===== config.mk =====
export PLATFORM = sky130hd
export DESIGN_NAME = arith_fault_detector
export DESIGN_NICKNAME = d
export VERILOG_FILES = /design/src/common/fault_det_pkg.sv /design/src/rtl/arith_fault_detector.sv /design/src/rtl/fault_irq.sv /design/src/rtl/fault_select.sv
export SDC_FILE = /design/constraint.sdc
export NUM_CORES = 1
export LEC_CHECK = 0
export BUFFER_PORTS_ARGS = -buffer_cell sky130_fd_sc_hd__buf_4
export CAP_MARGIN = 5
export CORE_ASPECT_RATIO = 0.6
export CORE_MARGIN = 3
export CORE_UTILIZATION = 51
export DETAILED_ROUTE_END_ITERATION = 10
export GPL_TIMING_DRIVEN = 1
export PLACE_DENSITY = 0.92
export SYNTH_ARGS = -nofsm -noshare
export SYNTH_HDL_FRONTEND = slang
export SYNTH_SLANG_ARGS = --single-unit
export TNS_END_PERCENT = 1

===== constraint.sdc =====
create_clock -name mclk_i -period 3 [get_ports mclk_i]
set_input_delay 0.75 -clock mclk_i [delete_from_list [all_inputs] [get_ports mclk_i]]
set_output_delay 0.75 -clock mclk_i [all_outputs]
set_load 0.005 [all_outputs]

===== src/common/fault_det_pkg.sv =====
// Constants, types and register map of the arithmetic fault detector
package fault_det_pkg;

   localparam int ADDR_W = 8;
   localparam int DATA_W = 32;
   localparam int ID_W = 4;
   localparam int CNT_W = 16;

   // Register byte offsets
   localparam logic [7:0] OFS_CTRL = 8'h00;
   localparam logic [7:0] OFS_CFG = 8'h04;
   localparam logic [7:0] OFS_STATUS = 8'h08;
   localparam logic [7:0] OFS_IRQ_STAT = 8'h0C;
   localparam logic [7:0] OFS_IRQ_MASK = 8'h10;
   localparam logic [7:0] OFS_FAULT_CNT = 8'h14;

   // CTRL fields
   localparam int CTRL_ACT_BIT = 0;
   localparam int CTRL_WIPE_BIT = 1;
   localparam int CTRL_CNT_CLR_BIT = 2;

   // CFG fields
   localparam int CFG_SEL_LSB = 0;
   localparam int CFG_SELF_CLEAR_BIT = 4;
   localparam int CFG_ID_LSB = 8;

   // STATUS fields
   localparam int STAT_FLAG_BIT = 0;
   localparam int STAT_ARMED_BIT = 1;
   localparam int STAT_DIV_BIT = 2;
   localparam int STAT_OVF_BIT = 3;

   // Interrupt status and mask fields
   localparam int IRQ_W = 3;
   localparam int IRQ_FLAG_SET_BIT = 0;
   localparam int IRQ_DIV_BIT = 1;
   localparam int IRQ_OVF_BIT = 2;

   localparam logic [ID_W-1:0] ID_NULL = 4'h0;
   localparam logic [CNT_W-1:0] CNT_MAX = 16'hFFFF;

   typedef enum logic [2:0] {
      SEL_DIV = 3'b001,
      SEL_OVF = 3'b010,
      SEL_ANY = 3'b100
   } fault_sel_t;

   typedef enum logic [1:0] {
      ST_IDLE = 2'b01,
      ST_ARMED = 2'b10
   } det_state_t;

   typedef struct packed {
      logic div_zero_flag;
      logic overflow_flag;
   } fault_bits_t;

   typedef struct packed {
      logic [ID_W-1:0] source_block_id;
      logic self_clear_mode;
      logic [2:0] sel;
   } det_cfg_t;

   localparam logic [2:0] SEL_RESET = 3'b100;

endpackage


===== src/rtl/arith_fault_detector.sv =====
// Arithmetic fault detector with register port and interrupt
`timescale 1ns/1ps
module arith_fault_detector #(
   parameter int NUM_SRC = 4
) (
   input wire logic mclk_i,
   input wire logic rst_n_i,
   input wire logic [fault_det_pkg::ADDR_W-1:0] addr_i,
   input wire logic [fault_det_pkg::DATA_W-1:0] wdata_i,
   input wire logic wr_i,
   input wire logic rd_i,
   output logic [fault_det_pkg::DATA_W-1:0] rdata_o,
   input wire logic scan_exec_i,
   input wire logic [NUM_SRC-1:0] src_eval_i,
   input wire fault_det_pkg::fault_bits_t src_faults_i [NUM_SRC],
   output logic flag_o,
   output logic irq_o
);
   import fault_det_pkg::*;

   logic act;
   logic act_q;
   logic wipe;
   det_cfg_t cfg;
   det_state_t state;
   fault_bits_t snap [NUM_SRC];
   fault_bits_t cur_bits;
   logic id_valid;
   logic fault_now;
   logic eval;
   logic next_flag;
   logic [CNT_W-1:0] fault_cnt;
   logic cnt_clr;
   logic [IRQ_W-1:0] irq_event;
   logic [IRQ_W-1:0] irq_stat;
   logic [IRQ_W-1:0] irq_mask;
   logic irq_clr;
   logic mask_we;

   function automatic logic hit(input logic [ADDR_W-1:0] a,
                                input logic [7:0] ofs);
      return a == ofs;
   endfunction

   // Control register: activation and wipe are levels
   always_ff @(posedge mclk_i or negedge rst_n_i) begin
      if (!rst_n_i) begin
         act <= 1'b0;
         wipe <= 1'b0;
      end else if (wr_i && hit(addr_i, OFS_CTRL)) begin
         act <= wdata_i[CTRL_ACT_BIT];
         wipe <= wdata_i[CTRL_WIPE_BIT];
      end
   end

   assign cnt_clr = wr_i && hit(addr_i, OFS_CTRL) && wdata_i[CTRL_CNT_CLR_BIT];

   always_ff @(posedge mclk_i or negedge rst_n_i) begin
      if (!rst_n_i) begin
         cfg.sel <= SEL_RESET;
         cfg.self_clear_mode <= 1'b0;
         cfg.source_block_id <= ID_NULL;
      end else if (wr_i && hit(addr_i, OFS_CFG)) begin
         cfg.sel <= wdata_i[CFG_SEL_LSB +: 3];
         cfg.self_clear_mode <= wdata_i[CFG_SELF_CLEAR_BIT];
         cfg.source_block_id <= wdata_i[CFG_ID_LSB +: ID_W];
      end
   end

   // Activation: only a 0 to 1 transition arms; dropping disarms
   always_ff @(posedge mclk_i or negedge rst_n_i) begin
      if (!rst_n_i) begin
         act_q <= 1'b0;
      end else begin
         act_q <= act;
      end
   end

   always_ff @(posedge mclk_i or negedge rst_n_i) begin
      if (!rst_n_i) begin
         state <= ST_IDLE;
      end else begin
         unique case (state)
            ST_IDLE: begin
               if (act && !act_q) begin
                  state <= ST_ARMED;
               end
            end
            ST_ARMED: begin
               if (!act) begin
                  state <= ST_IDLE;
               end
            end
         endcase
      end
   end

   // Source fault bits held from each source's last evaluation
   always_ff @(posedge mclk_i or negedge rst_n_i) begin
      if (!rst_n_i) begin
         for (int k = 0; k < NUM_SRC; k++) begin
            snap[k] <= '0;
         end
      end else begin
         for (int k = 0; k < NUM_SRC; k++) begin
            if (src_eval_i[k]) begin
               snap[k] <= src_faults_i[k];
            end
         end
      end
   end

   fault_select #(
      .NUM_SRC(NUM_SRC)
   ) u_sel (
      .snap_i(snap),
      .live_i(src_faults_i),
      .src_eval_i(src_eval_i),
      .cfg_i(cfg),
      .id_valid_o(id_valid),
      .bits_o(cur_bits),
      .fault_o(fault_now)
   );

   assign eval = scan_exec_i && (state == ST_ARMED);

   // Wipe and null reference dominate any evaluation
   always_comb begin
      next_flag = flag_o;
      if (eval) begin
         if (cfg.self_clear_mode) begin
            next_flag = fault_now;
         end else begin
            next_flag = flag_o | fault_now;
         end
      end
      if (wipe || !id_valid) begin
         next_flag = 1'b0;
      end
   end

   always_ff @(posedge mclk_i or negedge rst_n_i) begin
      if (!rst_n_i) begin
         flag_o <= 1'b0;
      end else begin
         flag_o <= next_flag;
      end
   end

   // Saturating count of evaluations that found the selected fault
   always_ff @(posedge mclk_i or negedge rst_n_i) begin
      if (!rst_n_i) begin
         fault_cnt <= '0;
      end else if (cnt_clr) begin
         fault_cnt <= '0;
      end else if (eval && fault_now && fault_cnt != CNT_MAX) begin
         fault_cnt <= fault_cnt + 1'b1;
      end
   end

   assign irq_event[IRQ_FLAG_SET_BIT] = next_flag && !flag_o;
   assign irq_event[IRQ_DIV_BIT] = eval && cur_bits.div_zero_flag;
   assign irq_event[IRQ_OVF_BIT] = eval && cur_bits.overflow_flag;
   assign irq_clr = rd_i && hit(addr_i, OFS_IRQ_STAT);
   assign mask_we = wr_i && hit(addr_i, OFS_IRQ_MASK);

   fault_irq #(
      .W(IRQ_W)
   ) u_irq (
      .mclk_i(mclk_i),
      .rst_n_i(rst_n_i),
      .event_i(irq_event),
      .clr_i(irq_clr),
      .mask_we_i(mask_we),
      .mask_wdata_i(wdata_i[IRQ_W-1:0]),
      .stat_o(irq_stat),
      .mask_o(irq_mask),
      .irq_o(irq_o)
   );

   // Read data valid only in the cycle after the strobe
   always_ff @(posedge mclk_i or negedge rst_n_i) begin
      if (!rst_n_i) begin
         rdata_o <= '0;
      end else begin
         rdata_o <= '0;
         if (rd_i) begin
            unique case (addr_i)
               OFS_CTRL: begin
                  rdata_o[CTRL_ACT_BIT] <= act;
                  rdata_o[CTRL_WIPE_BIT] <= wipe;
               end
               OFS_CFG: begin
                  rdata_o[CFG_SEL_LSB +: 3] <= cfg.sel;
                  rdata_o[CFG_SELF_CLEAR_BIT] <= cfg.self_clear_mode;
                  rdata_o[CFG_ID_LSB +: ID_W] <= cfg.source_block_id;
               end
               OFS_STATUS: begin
                  rdata_o[STAT_FLAG_BIT] <= flag_o;
                  rdata_o[STAT_ARMED_BIT] <= state == ST_ARMED;
                  rdata_o[STAT_DIV_BIT] <= cur_bits.div_zero_flag;
                  rdata_o[STAT_OVF_BIT] <= cur_bits.overflow_flag;
               end
               OFS_IRQ_STAT: rdata_o[IRQ_W-1:0] <= irq_stat;
               OFS_IRQ_MASK: rdata_o[IRQ_W-1:0] <= irq_mask;
               OFS_FAULT_CNT: rdata_o[CNT_W-1:0] <= fault_cnt;
               default: rdata_o <= '0;
            endcase
         end
      end
   end

   property p_wipe_low;
      @(posedge mclk_i) disable iff (!rst_n_i)
      wipe |=> !flag_o;
   endproperty
   a_wipe_low: assert property (p_wipe_low)
      else $error("flag not low after wipe");

   property p_wipe_beats_fault;
      @(posedge mclk_i) disable iff (!rst_n_i)
      (wipe && eval && fault_now) |=> !flag_o;
   endproperty
   a_wipe_beats_fault: assert property (p_wipe_beats_fault)
      else $error("fault beat wipe");

   property p_null_low;
      @(posedge mclk_i) disable iff (!rst_n_i)
      (cfg.source_block_id == ID_NULL) |=> !flag_o;
   endproperty
   a_null_low: assert property (p_null_low)
      else $error("flag high with null source");

   property p_self_clear;
      @(posedge mclk_i) disable iff (!rst_n_i)
      (eval && cfg.self_clear_mode && id_valid && !wipe)
         |=> flag_o == $past(fault_now);
   endproperty
   a_self_clear: assert property (p_self_clear)
      else $error("self-clear flag wrong");

   property p_hold;
      @(posedge mclk_i) disable iff (!rst_n_i)
      (flag_o && !cfg.self_clear_mode && id_valid && !wipe) |=> flag_o;
   endproperty
   a_hold: assert property (p_hold)
      else $error("flag dropped without wipe");

   property p_arm_first;
      @(posedge mclk_i) disable iff (!rst_n_i)
      $rose(flag_o) |-> $past(scan_exec_i) && $past(state == ST_ARMED);
   endproperty
   a_arm_first: assert property (p_arm_first)
      else $error("flag set without armed evaluation");

   property p_same_scan;
      @(posedge mclk_i) disable iff (!rst_n_i)
      (eval && id_valid && !wipe && fault_now) |=> flag_o;
   endproperty
   a_same_scan: assert property (p_same_scan)
      else $error("fault not reflected");

   property p_any_sel;
      @(posedge mclk_i) disable iff (!rst_n_i)
      (eval && id_valid && cfg.sel == SEL_ANY && !wipe
         && (cur_bits.div_zero_flag || cur_bits.overflow_flag))
         |=> flag_o;
   endproperty
   a_any_sel: assert property (p_any_sel)
      else $error("combined select missed fault");

   property p_ovf_ignores_div;
      @(posedge mclk_i) disable iff (!rst_n_i)
      (eval && cfg.sel == SEL_OVF && cfg.self_clear_mode
         && !cur_bits.overflow_flag) |=> !flag_o;
   endproperty
   a_ovf_ignores_div: assert property (p_ovf_ignores_div)
      else $error("overflow select took divide bit");

   property p_later_source;
      @(posedge mclk_i) disable iff (!rst_n_i)
      (src_eval_i[0] && !scan_exec_i) |=> snap[0] == $past(src_faults_i[0]);
   endproperty
   a_later_source: assert property (p_later_source)
      else $error("source bits not held for next scan");

endmodule


===== src/rtl/fault_irq.sv =====
// Sticky interrupt status, mask and level interrupt output
`timescale 1ns/1ps
module fault_irq #(
   parameter int W = 3
) (
   input wire logic mclk_i,
   input wire logic rst_n_i,
   input wire logic [W-1:0] event_i,
   input wire logic clr_i,
   input wire logic mask_we_i,
   input wire logic [W-1:0] mask_wdata_i,
   output logic [W-1:0] stat_o,
   output logic [W-1:0] mask_o,
   output logic irq_o
);

   // Set wins over clear-on-read so no event is lost
   always_ff @(posedge mclk_i or negedge rst_n_i) begin
      if (!rst_n_i) begin
         stat_o <= '0;
      end else if (clr_i) begin
         stat_o <= event_i;
      end else begin
         stat_o <= stat_o | event_i;
      end
   end

   always_ff @(posedge mclk_i or negedge rst_n_i) begin
      if (!rst_n_i) begin
         mask_o <= '0;
      end else if (mask_we_i) begin
         mask_o <= mask_wdata_i;
      end
   end

   assign irq_o = |(stat_o & mask_o);

   property p_irq_sticky;
      @(posedge mclk_i) disable iff (!rst_n_i)
      (|event_i) |=> ((stat_o & $past(event_i)) == $past(event_i));
   endproperty
   a_irq_sticky: assert property (p_irq_sticky)
      else $error("interrupt event not captured");

endmodule


===== src/rtl/fault_select.sv =====
// Source selection and fault type selection
`timescale 1ns/1ps
module fault_select #(
   parameter int NUM_SRC = 4
) (
   input wire fault_det_pkg::fault_bits_t snap_i [NUM_SRC],
   input wire fault_det_pkg::fault_bits_t live_i [NUM_SRC],
   input wire logic [NUM_SRC-1:0] src_eval_i,
   input wire fault_det_pkg::det_cfg_t cfg_i,
   output logic id_valid_o,
   output fault_det_pkg::fault_bits_t bits_o,
   output logic fault_o
);
   import fault_det_pkg::*;

   // Null or out-of-range identifiers reference nothing
   function automatic logic id_ok(input logic [ID_W-1:0] id);
      return (id != ID_NULL) && (int'(id) <= NUM_SRC);
   endfunction

   always_comb begin
      id_valid_o = id_ok(cfg_i.source_block_id);
      bits_o = '0;
      for (int k = 0; k < NUM_SRC; k++) begin
         if (id_valid_o && (int'(cfg_i.source_block_id) == k + 1)) begin
            // Same-cycle evaluation counts as earlier in the scan
            bits_o = src_eval_i[k] ? live_i[k] : snap_i[k];
         end
      end
   end

   always_comb begin
      fault_o = 1'b0;
      unique case (cfg_i.sel)
         SEL_DIV: fault_o = bits_o.div_zero_flag;
         SEL_OVF: fault_o = bits_o.overflow_flag;
         SEL_ANY: fault_o = bits_o.div_zero_flag | bits_o.overflow_flag;
         default: fault_o = 1'b0;
      endcase
      if (!id_valid_o) begin
         fault_o = 1'b0;
      end
   end

endmodule


# Yosys cells after proc, flatten, opt, wreduce, memory -nomap -nowiden

Index checks and enable logic that the tools add are counted.

Register bits: 60
Latch bits: 0
Bits in writable memories: 0
ROM bits: 0
Input bits: 57
Memories: 0

Add/subtract/negate cells: 1
Multipliers: 0
Div/mod/pow operators: 0
Order comparisons: 1
Equal/unequal tests: 17
Shift operators: 0
Mux-type cells: 27
Bitwise operators: 4
Reductions and logical operators: 26

Operator list:

| cell                                                            | number |
|---|---|
| 2-to-1 mux 16 bit                                               | 3 |
| 2-to-1 mux 2 bit                                                | 10 |
| logical AND 1 bit                                               | 17 |
| adder 16 x 1 -> 16 bit (second input constant)                  | 1 |
| == test 8 x 4 -> 1 bit (second input constant)                  | 2 |
| == test 8 x 5 -> 1 bit (second input constant)                  | 2 |
| inequality test 16 bit (second input constant)                  | 1 |
| case mux 2 bit (6 select lines)                                 | 1 |
| == test 4 x 3 -> 1 bit (second input constant)                  | 2 |
| == test 8 x 3 -> 1 bit (second input constant)                  | 1 |
| logical NOT 8 bit                                               | 1 |
| case mux 4 bit (2 select lines)                                 | 1 |
| 2-to-1 mux 3 bit                                                | 2 |
| case mux 1 bit (5 select lines)                                 | 1 |
| == test 4 x 2 -> 1 bit (second input constant)                  | 1 |
| == test 4 bit (second input constant)                           | 1 |
| less-or-equal comparator 4 x 3 -> 1 bit (second input constant) | 1 |
| 2-to-1 mux 1 bit                                                | 4 |
| 2-to-1 mux 4 bit                                                | 1 |
| inequality test 2 bit (second input constant)                   | 2 |
| case mux 1 bit (2 select lines)                                 | 2 |
| case mux 2 bit (2 select lines)                                 | 1 |
| nonzero test 4 bit                                              | 1 |
| bitwise AND 3 bit                                               | 1 |
| 13 further kinds                                                | 16 |

# Logic depth before layout (Yosys ltp)

Word-level depth: 17
Depth in mapped cells: 9

# By module

From an unflattened synthesis, not the netlist that was laid out.

Cells, all modules: 293
Area total of the unflattened synthesis: 3,210.6 um^2

By module, submodules not included:

| module               | instances | cells each | area an instance (um^2) |
|---|---|---|---|
| arith_fault_detector | 1         | 246        | 2,730.1 |
| fault_select         | 1         | 32         | 256.5 |
| fault_irq            | 1         | 15         | 224.0 |

# Worst setup path before layout

No wires, ideal clock.

Kind: input -> register
From: in src_eval_i[1]
To: reg fault_cnt[7]
Library setup time: 0.078 ns
Data arrival time: 2.373 ns
Data required time: 2.922 ns
Path slack: 0.549 ns
Cell stages on the path: 7
Cell sequence: mux2_2 > nand2_1 > a311o_1 > o22a_1 > buf_2 > or4_1 > a21oi_1

Cells in the longest elaborated chain, start to end: 10

Ends and longest elaborated chain:

| what                                | RTL line                    | source |
|---|---|---|
| start, declared                     | arith_fault_detector.sv:14  | `input wire logic [NUM_SRC-1:0] src_eval_i,` |
| 2-to-1 mux 2 bit (*)                | -                           |  |
| 2-to-1 mux 2 bit (*) (3 in series)  | fault_select.sv:25          | `if (id_valid_o && (int'(cfg_i.source_block_id) == k + 1)) begin` |
| OR 1 bit                            | fault_select.sv:37          | `SEL_ANY: fault_o = bits_o.div_zero_flag \| bits_o.overflow_flag;` |
| case mux 1 bit (3 select lines) (*) | fault_select.sv:34          | `unique case (cfg_i.sel)` |
| 2-to-1 mux 1 bit (*)                | fault_select.sv:40          | `if (!id_valid_o) begin` |
| logical AND 1 bit (*) (2 in series) | arith_fault_detector.sv:156 | `end else if (eval && fault_now && fault_cnt != CNT_MAX) begin` |
| nonzero test 2 bit (no line) (*)    | -                           |  |
| end signal, assigned                | arith_fault_detector.sv:157 | `fault_cnt <= fault_cnt + 1'b1;` |
| end, declared                       | arith_fault_detector.sv:32  | `logic [CNT_W-1:0] fault_cnt;` |

Every way passes the cells marked *; elsewhere a longest branch is shown, timed or not.
A chain may end at the register's enable or synchronous reset.

# Worst setup path in the final report

From: reg cfg[6] in the netlist's numbering
To: reg fault_cnt[6]

Cells in the longest elaborated chain, start to end: 13

Ends and longest elaborated chain:

| what                                                                          | RTL line                    | source |
|---|---|---|
| start, declared                                                               | arith_fault_detector.sv:24  | `det_cfg_t cfg;` |
| less-or-equal comparator 4 x 3 -> 1 bit or nonzero test 4 bit (tied branches) | fault_select.sv:18          | `return (id != ID_NULL) && (int'(id) <= NUM_SRC);` |
| logical AND 1 bit                                                             | fault_select.sv:18          |  |
| logical AND 1 bit                                                             | fault_select.sv:25          |  |
| 2-to-1 mux 2 bit (4 in series)                                                | fault_select.sv:25          |  |
| OR 1 bit                                                                      | fault_select.sv:37          |  |
| case mux 1 bit (3 select lines)                                               | fault_select.sv:34          |  |
| 2-to-1 mux 1 bit (*)                                                          | fault_select.sv:40          |  |
| logical AND 1 bit (*) (2 in series)                                           | arith_fault_detector.sv:156 |  |
| nonzero test 2 bit (no line) (*)                                              | -                           |  |

Marked as above.

==> results_dict.tcl <==
set metrics [dict create \
    p_leak_nw 1.66 \
    yosysSeqAreaShare_pct 51.0 \
    ir_worst_vdd_v 0.000335 \
    cellPowerDensity_mw_per_mm2 501 \
    reg2reg_depth 6 \
    setup_tns_ps 0 \
    cts_tree "yes" \
    fmax_ghz 0.368 \
    cap_violations 0 \
    setup_viol_count_final 0 \
    synth_area_sq_mm 0.00295 \
    wl_per_cell_um 16.1 \
    synth-simple-area-share_pct 17.6 \
    hold_viol_final 0 \
    p_switching_w 0.000451 \
    layout_commonest_cell "dfrtp_1" \
    yosys_warnings 0 \
    clock_skew_ps 6.54 \
    gp_congestion 0.865 \
    route.detailed.drc 0 \
    power.internal_w 0.00132 \
    cts_max_path_buffers 2 \
    critical_path.max_fanout 24 \
    io_buffers 50 \
    avgSynthCellArea_sq_um 10.5 \
    reg2reg_to "fault_cnt[6]$_DFFE_PN0P_" \
    slowest_delay_ps 620 \
    antenna_found_initial 0 \
    grt_max_degree 61 \
    switching_share_pct 25.4 \
    start_util_pct 55.5 \
    most-common-layout-cells "dfrtp_1, buf_4, nand2_1" \
    p_clk_share_pct 40.0 \
    synth_compound_area_share_pct 14.5 \
    reg2reg_slack_ps 290 \
    postRouteAntennaNets 0 \
    syn_inst 280 \
    clkLatencyLatePin_ps 340 \
    maxSlewHeadroom_pct 45.8 \
    status "finished clean" \
    clkTransAtPathRegs_ps 70 \
    end_kind "flip-flop" \
    cts_setup_buffers 0 \
    synthMuxAreaShare_pct 9.38 \
    clock-sinks 60 \
    num_antenna_cells 0 \
    ys_ff_latch 60 \
    crit_path_start_kind "flip-flop" \
    synth-edff-count 0 \
    synth_cell_type_count 48 \
    grt_pass1_vias 2382 \
    synth_ff_type "dfrtp_1" \
    cts_buffers 9 \
    first_pass_iters 5 \
    synth-xor-area-share_pct 0.594 \
    min_path_type "primary input to asynchronous set/reset pin" \
    synthArstFlopShare_pct 100 \
    rsz0062_at_grt "false" \
    drt-total-wl_um 6690 \
    grt_use_total_pct 21.1 \
    vias_per_cell 5.74 \
    fin_nets 392 \
    cpMaxStageDelayCell "or4_1" \
    dieArea_sq_mm 0.00676 \
    combPwrFrac_pct 9.6 \
    crit_start "cfg[6]$_DFFE_PN0P_" \
    vias 2388 \
    ctsResizeCount 0 \
    area_delta_synth_final_pct 20.1 \
    synthAdderAreaFrac_pct 0.425 \
    gr-total-overflow 0 \
    chipHeight_um 64.9 \
    cp.required_ps 3260 \
    fp.dieW_um 104 \
    drv_slew 0 \
    ios 91 \
    drt_iter0_drc 199 \
    reg2reg_from "cfg[6]$_DFFE_PN0P_" \
    drive_above_1_share_pct 28.3 \
    dp_hpwl_um 4750 \
    cts_root_buf "clkbuf_8" \
    grt_pass1_wl_um 11100 \
    critical_path_arrival_ps 2970 \
    seqPwrFrac_pct 50.4 \
    tightest_slew_ps 813 \
    cts_hold_buffers 0 \
    coreArea_sq_mm 0.00531 \
    std_cell_rows 20 \
    path_cells "or3b_1, a211oi_2, nand2_1, o22a_1, or4_1, a21oi_1" \
    htree_levels 3 \
    synth_top_family_by_area "simple AND/OR/NAND/NOR gates" \
    fin_crit_ps 2710 \
    path_class "flip-flop to flip-flop" \
    holdWs_ps 471 \
    fin_crit_sh_pct 90.5 \
    critPathCapture "fault_cnt[6]$_DFFE_PN0P_" \
]
## final cells by class
type / instances / area, sq um
Clock buffer: 9 / 124
Clock inverter: 7 / 67.6
Sequential cell: 60 / 1500
Fill cell: 401 / 1770
Timing Repair Buffer: 55 / 413
Tap cell: 77 / 96.3
Multi-Input combinational cell: 202 / 1310
Inverter: 6 / 22.5
## cell families (layout without fill, tap and decap cells)
| family | count (synthesis) | after routing |
|---|---|---|
| AO/OA/AOI/OAI | 62 | 62 |
| XOR/XNOR | 2 | 2 |
| adder cells (fa/ha/maj) | 1 | 1 |
| buffers and inverters | 33 | 77 |
| flip-flops | 60 | 60 |
| multiplexers | 25 | 25 |
| other | 1 | 16 |
| AND/OR/NAND/NOR | 96 | 96 |
## power by group through the flow
stage               logic [W]  clock network, W  registers, W
finish               0.000170          0.000709      0.000894
floorplan            0.000109                 0      0.000897
global placement     0.000162                 0      0.000903
CTS                  0.000171          0.000723      0.000893
global route         0.000191          0.000768      0.000899
detailed placement   0.000169                 0      0.000907
## worst max-delay path, delay by kind of cell, from the launching register on
| family | cells | cell delay [ps] |
|---|---|---|
| flops | 1 | 470 |
| simple gates | 3 | 1210 |
| compound gates | 3 | 940 |
## metal layers
metal  vias up  part of all wire, %  global-route usage [%]
li1       1110                    -                       -
met4         0                 0.91                    7.13
met2       102                   49                    34.7
met1      1168                   43                    26.4
met5         -                    0                       0
met3         8                  7.7                    7.26
## worst min path at each step
stage | startpoint | slack [ps] | end | depth (start not counted)
after CTS | act$_DFFE_PN0P_ | 480 | act_q$_DFF_PN0_ | 0
after detailed placement | act$_DFFE_PN0P_ | 460 | act_q$_DFF_PN0_ | 0
after global placement | act$_DFFE_PN0P_ | 460 | act_q$_DFF_PN0_ | 0
final | rst_n_i | 470 | rdata_o[7]$_DFF_PN0_ | 1
after floorplan | act$_DFFE_PN0P_ | 410 | act_q$_DFF_PN0_ | 0
after global routing | act$_DFFE_PN0P_ | 500 | act_q$_DFF_PN0_ | 0
## sequential cells by signal (all words and copies together), names as in the netlist
register      flops
act               1
act_q             1
cfg               8
fault_cnt        16
flag_o            1
rdata_o          16
snap              8
state             2
u_irq.mask_o      3
u_irq.stat_o      3
wipe              1
## cell usage after synthesis, types with 2 or more instances
master	count	share of area [%]
a21oi_1	14	2.4
a221oi_1	2	0.59
a222oi_1	2	0.68
a22o_1	5	1.5
a22oi_1	2	0.51
a311o_1	2	0.68
and2_1	4	0.85
and3_1	13	2.8
buf_2	2	0.34
buf_4	16	4.1
clkbuf_1	9	1.1
dfrtp_1	58	49
dfstp_2	2	1.8
inv_1	6	0.76
mux2_2	21	8.0
mux2i_1	4	1.4
nand2_1	24	3.1
nand2b_1	4	0.85
nand3_1	12	2.0
nand3b_1	2	0.51
nand4_1	2	0.42
nor2_1	7	0.89
nor2b_1	4	0.85
nor3_1	6	1.0
nor4_1	3	0.64
o211ai_1	2	0.51
o21a_1	2	0.51
o21ai_0	12	2.0
o22a_1	2	0.59
o22ai_1	3	0.64
o31ai_1	6	1.5
or3_1	5	1.1
or4_1	6	1.5
xnor2_1	2	0.59
## through the flow
step / cell area [sq um] / util [%] / total power [W] / setup slack [ps] / std cells
floorplan: 3000 / - / 0.00101 / 549 / 295
global placement: 3350 / 63.1 / 0.00107 / 174 / 400
finish: 3540 / 66.7 / 0.00177 / 285 / 416
global route: 3540 / 66.7 / 0.00186 / 180 / 416
CTS: 3540 / 66.7 / 0.00179 / 320 / 416
detailed placement: 3350 / 63.1 / 0.00108 / 129 / 400
Power figures use the tool's default switching activity.
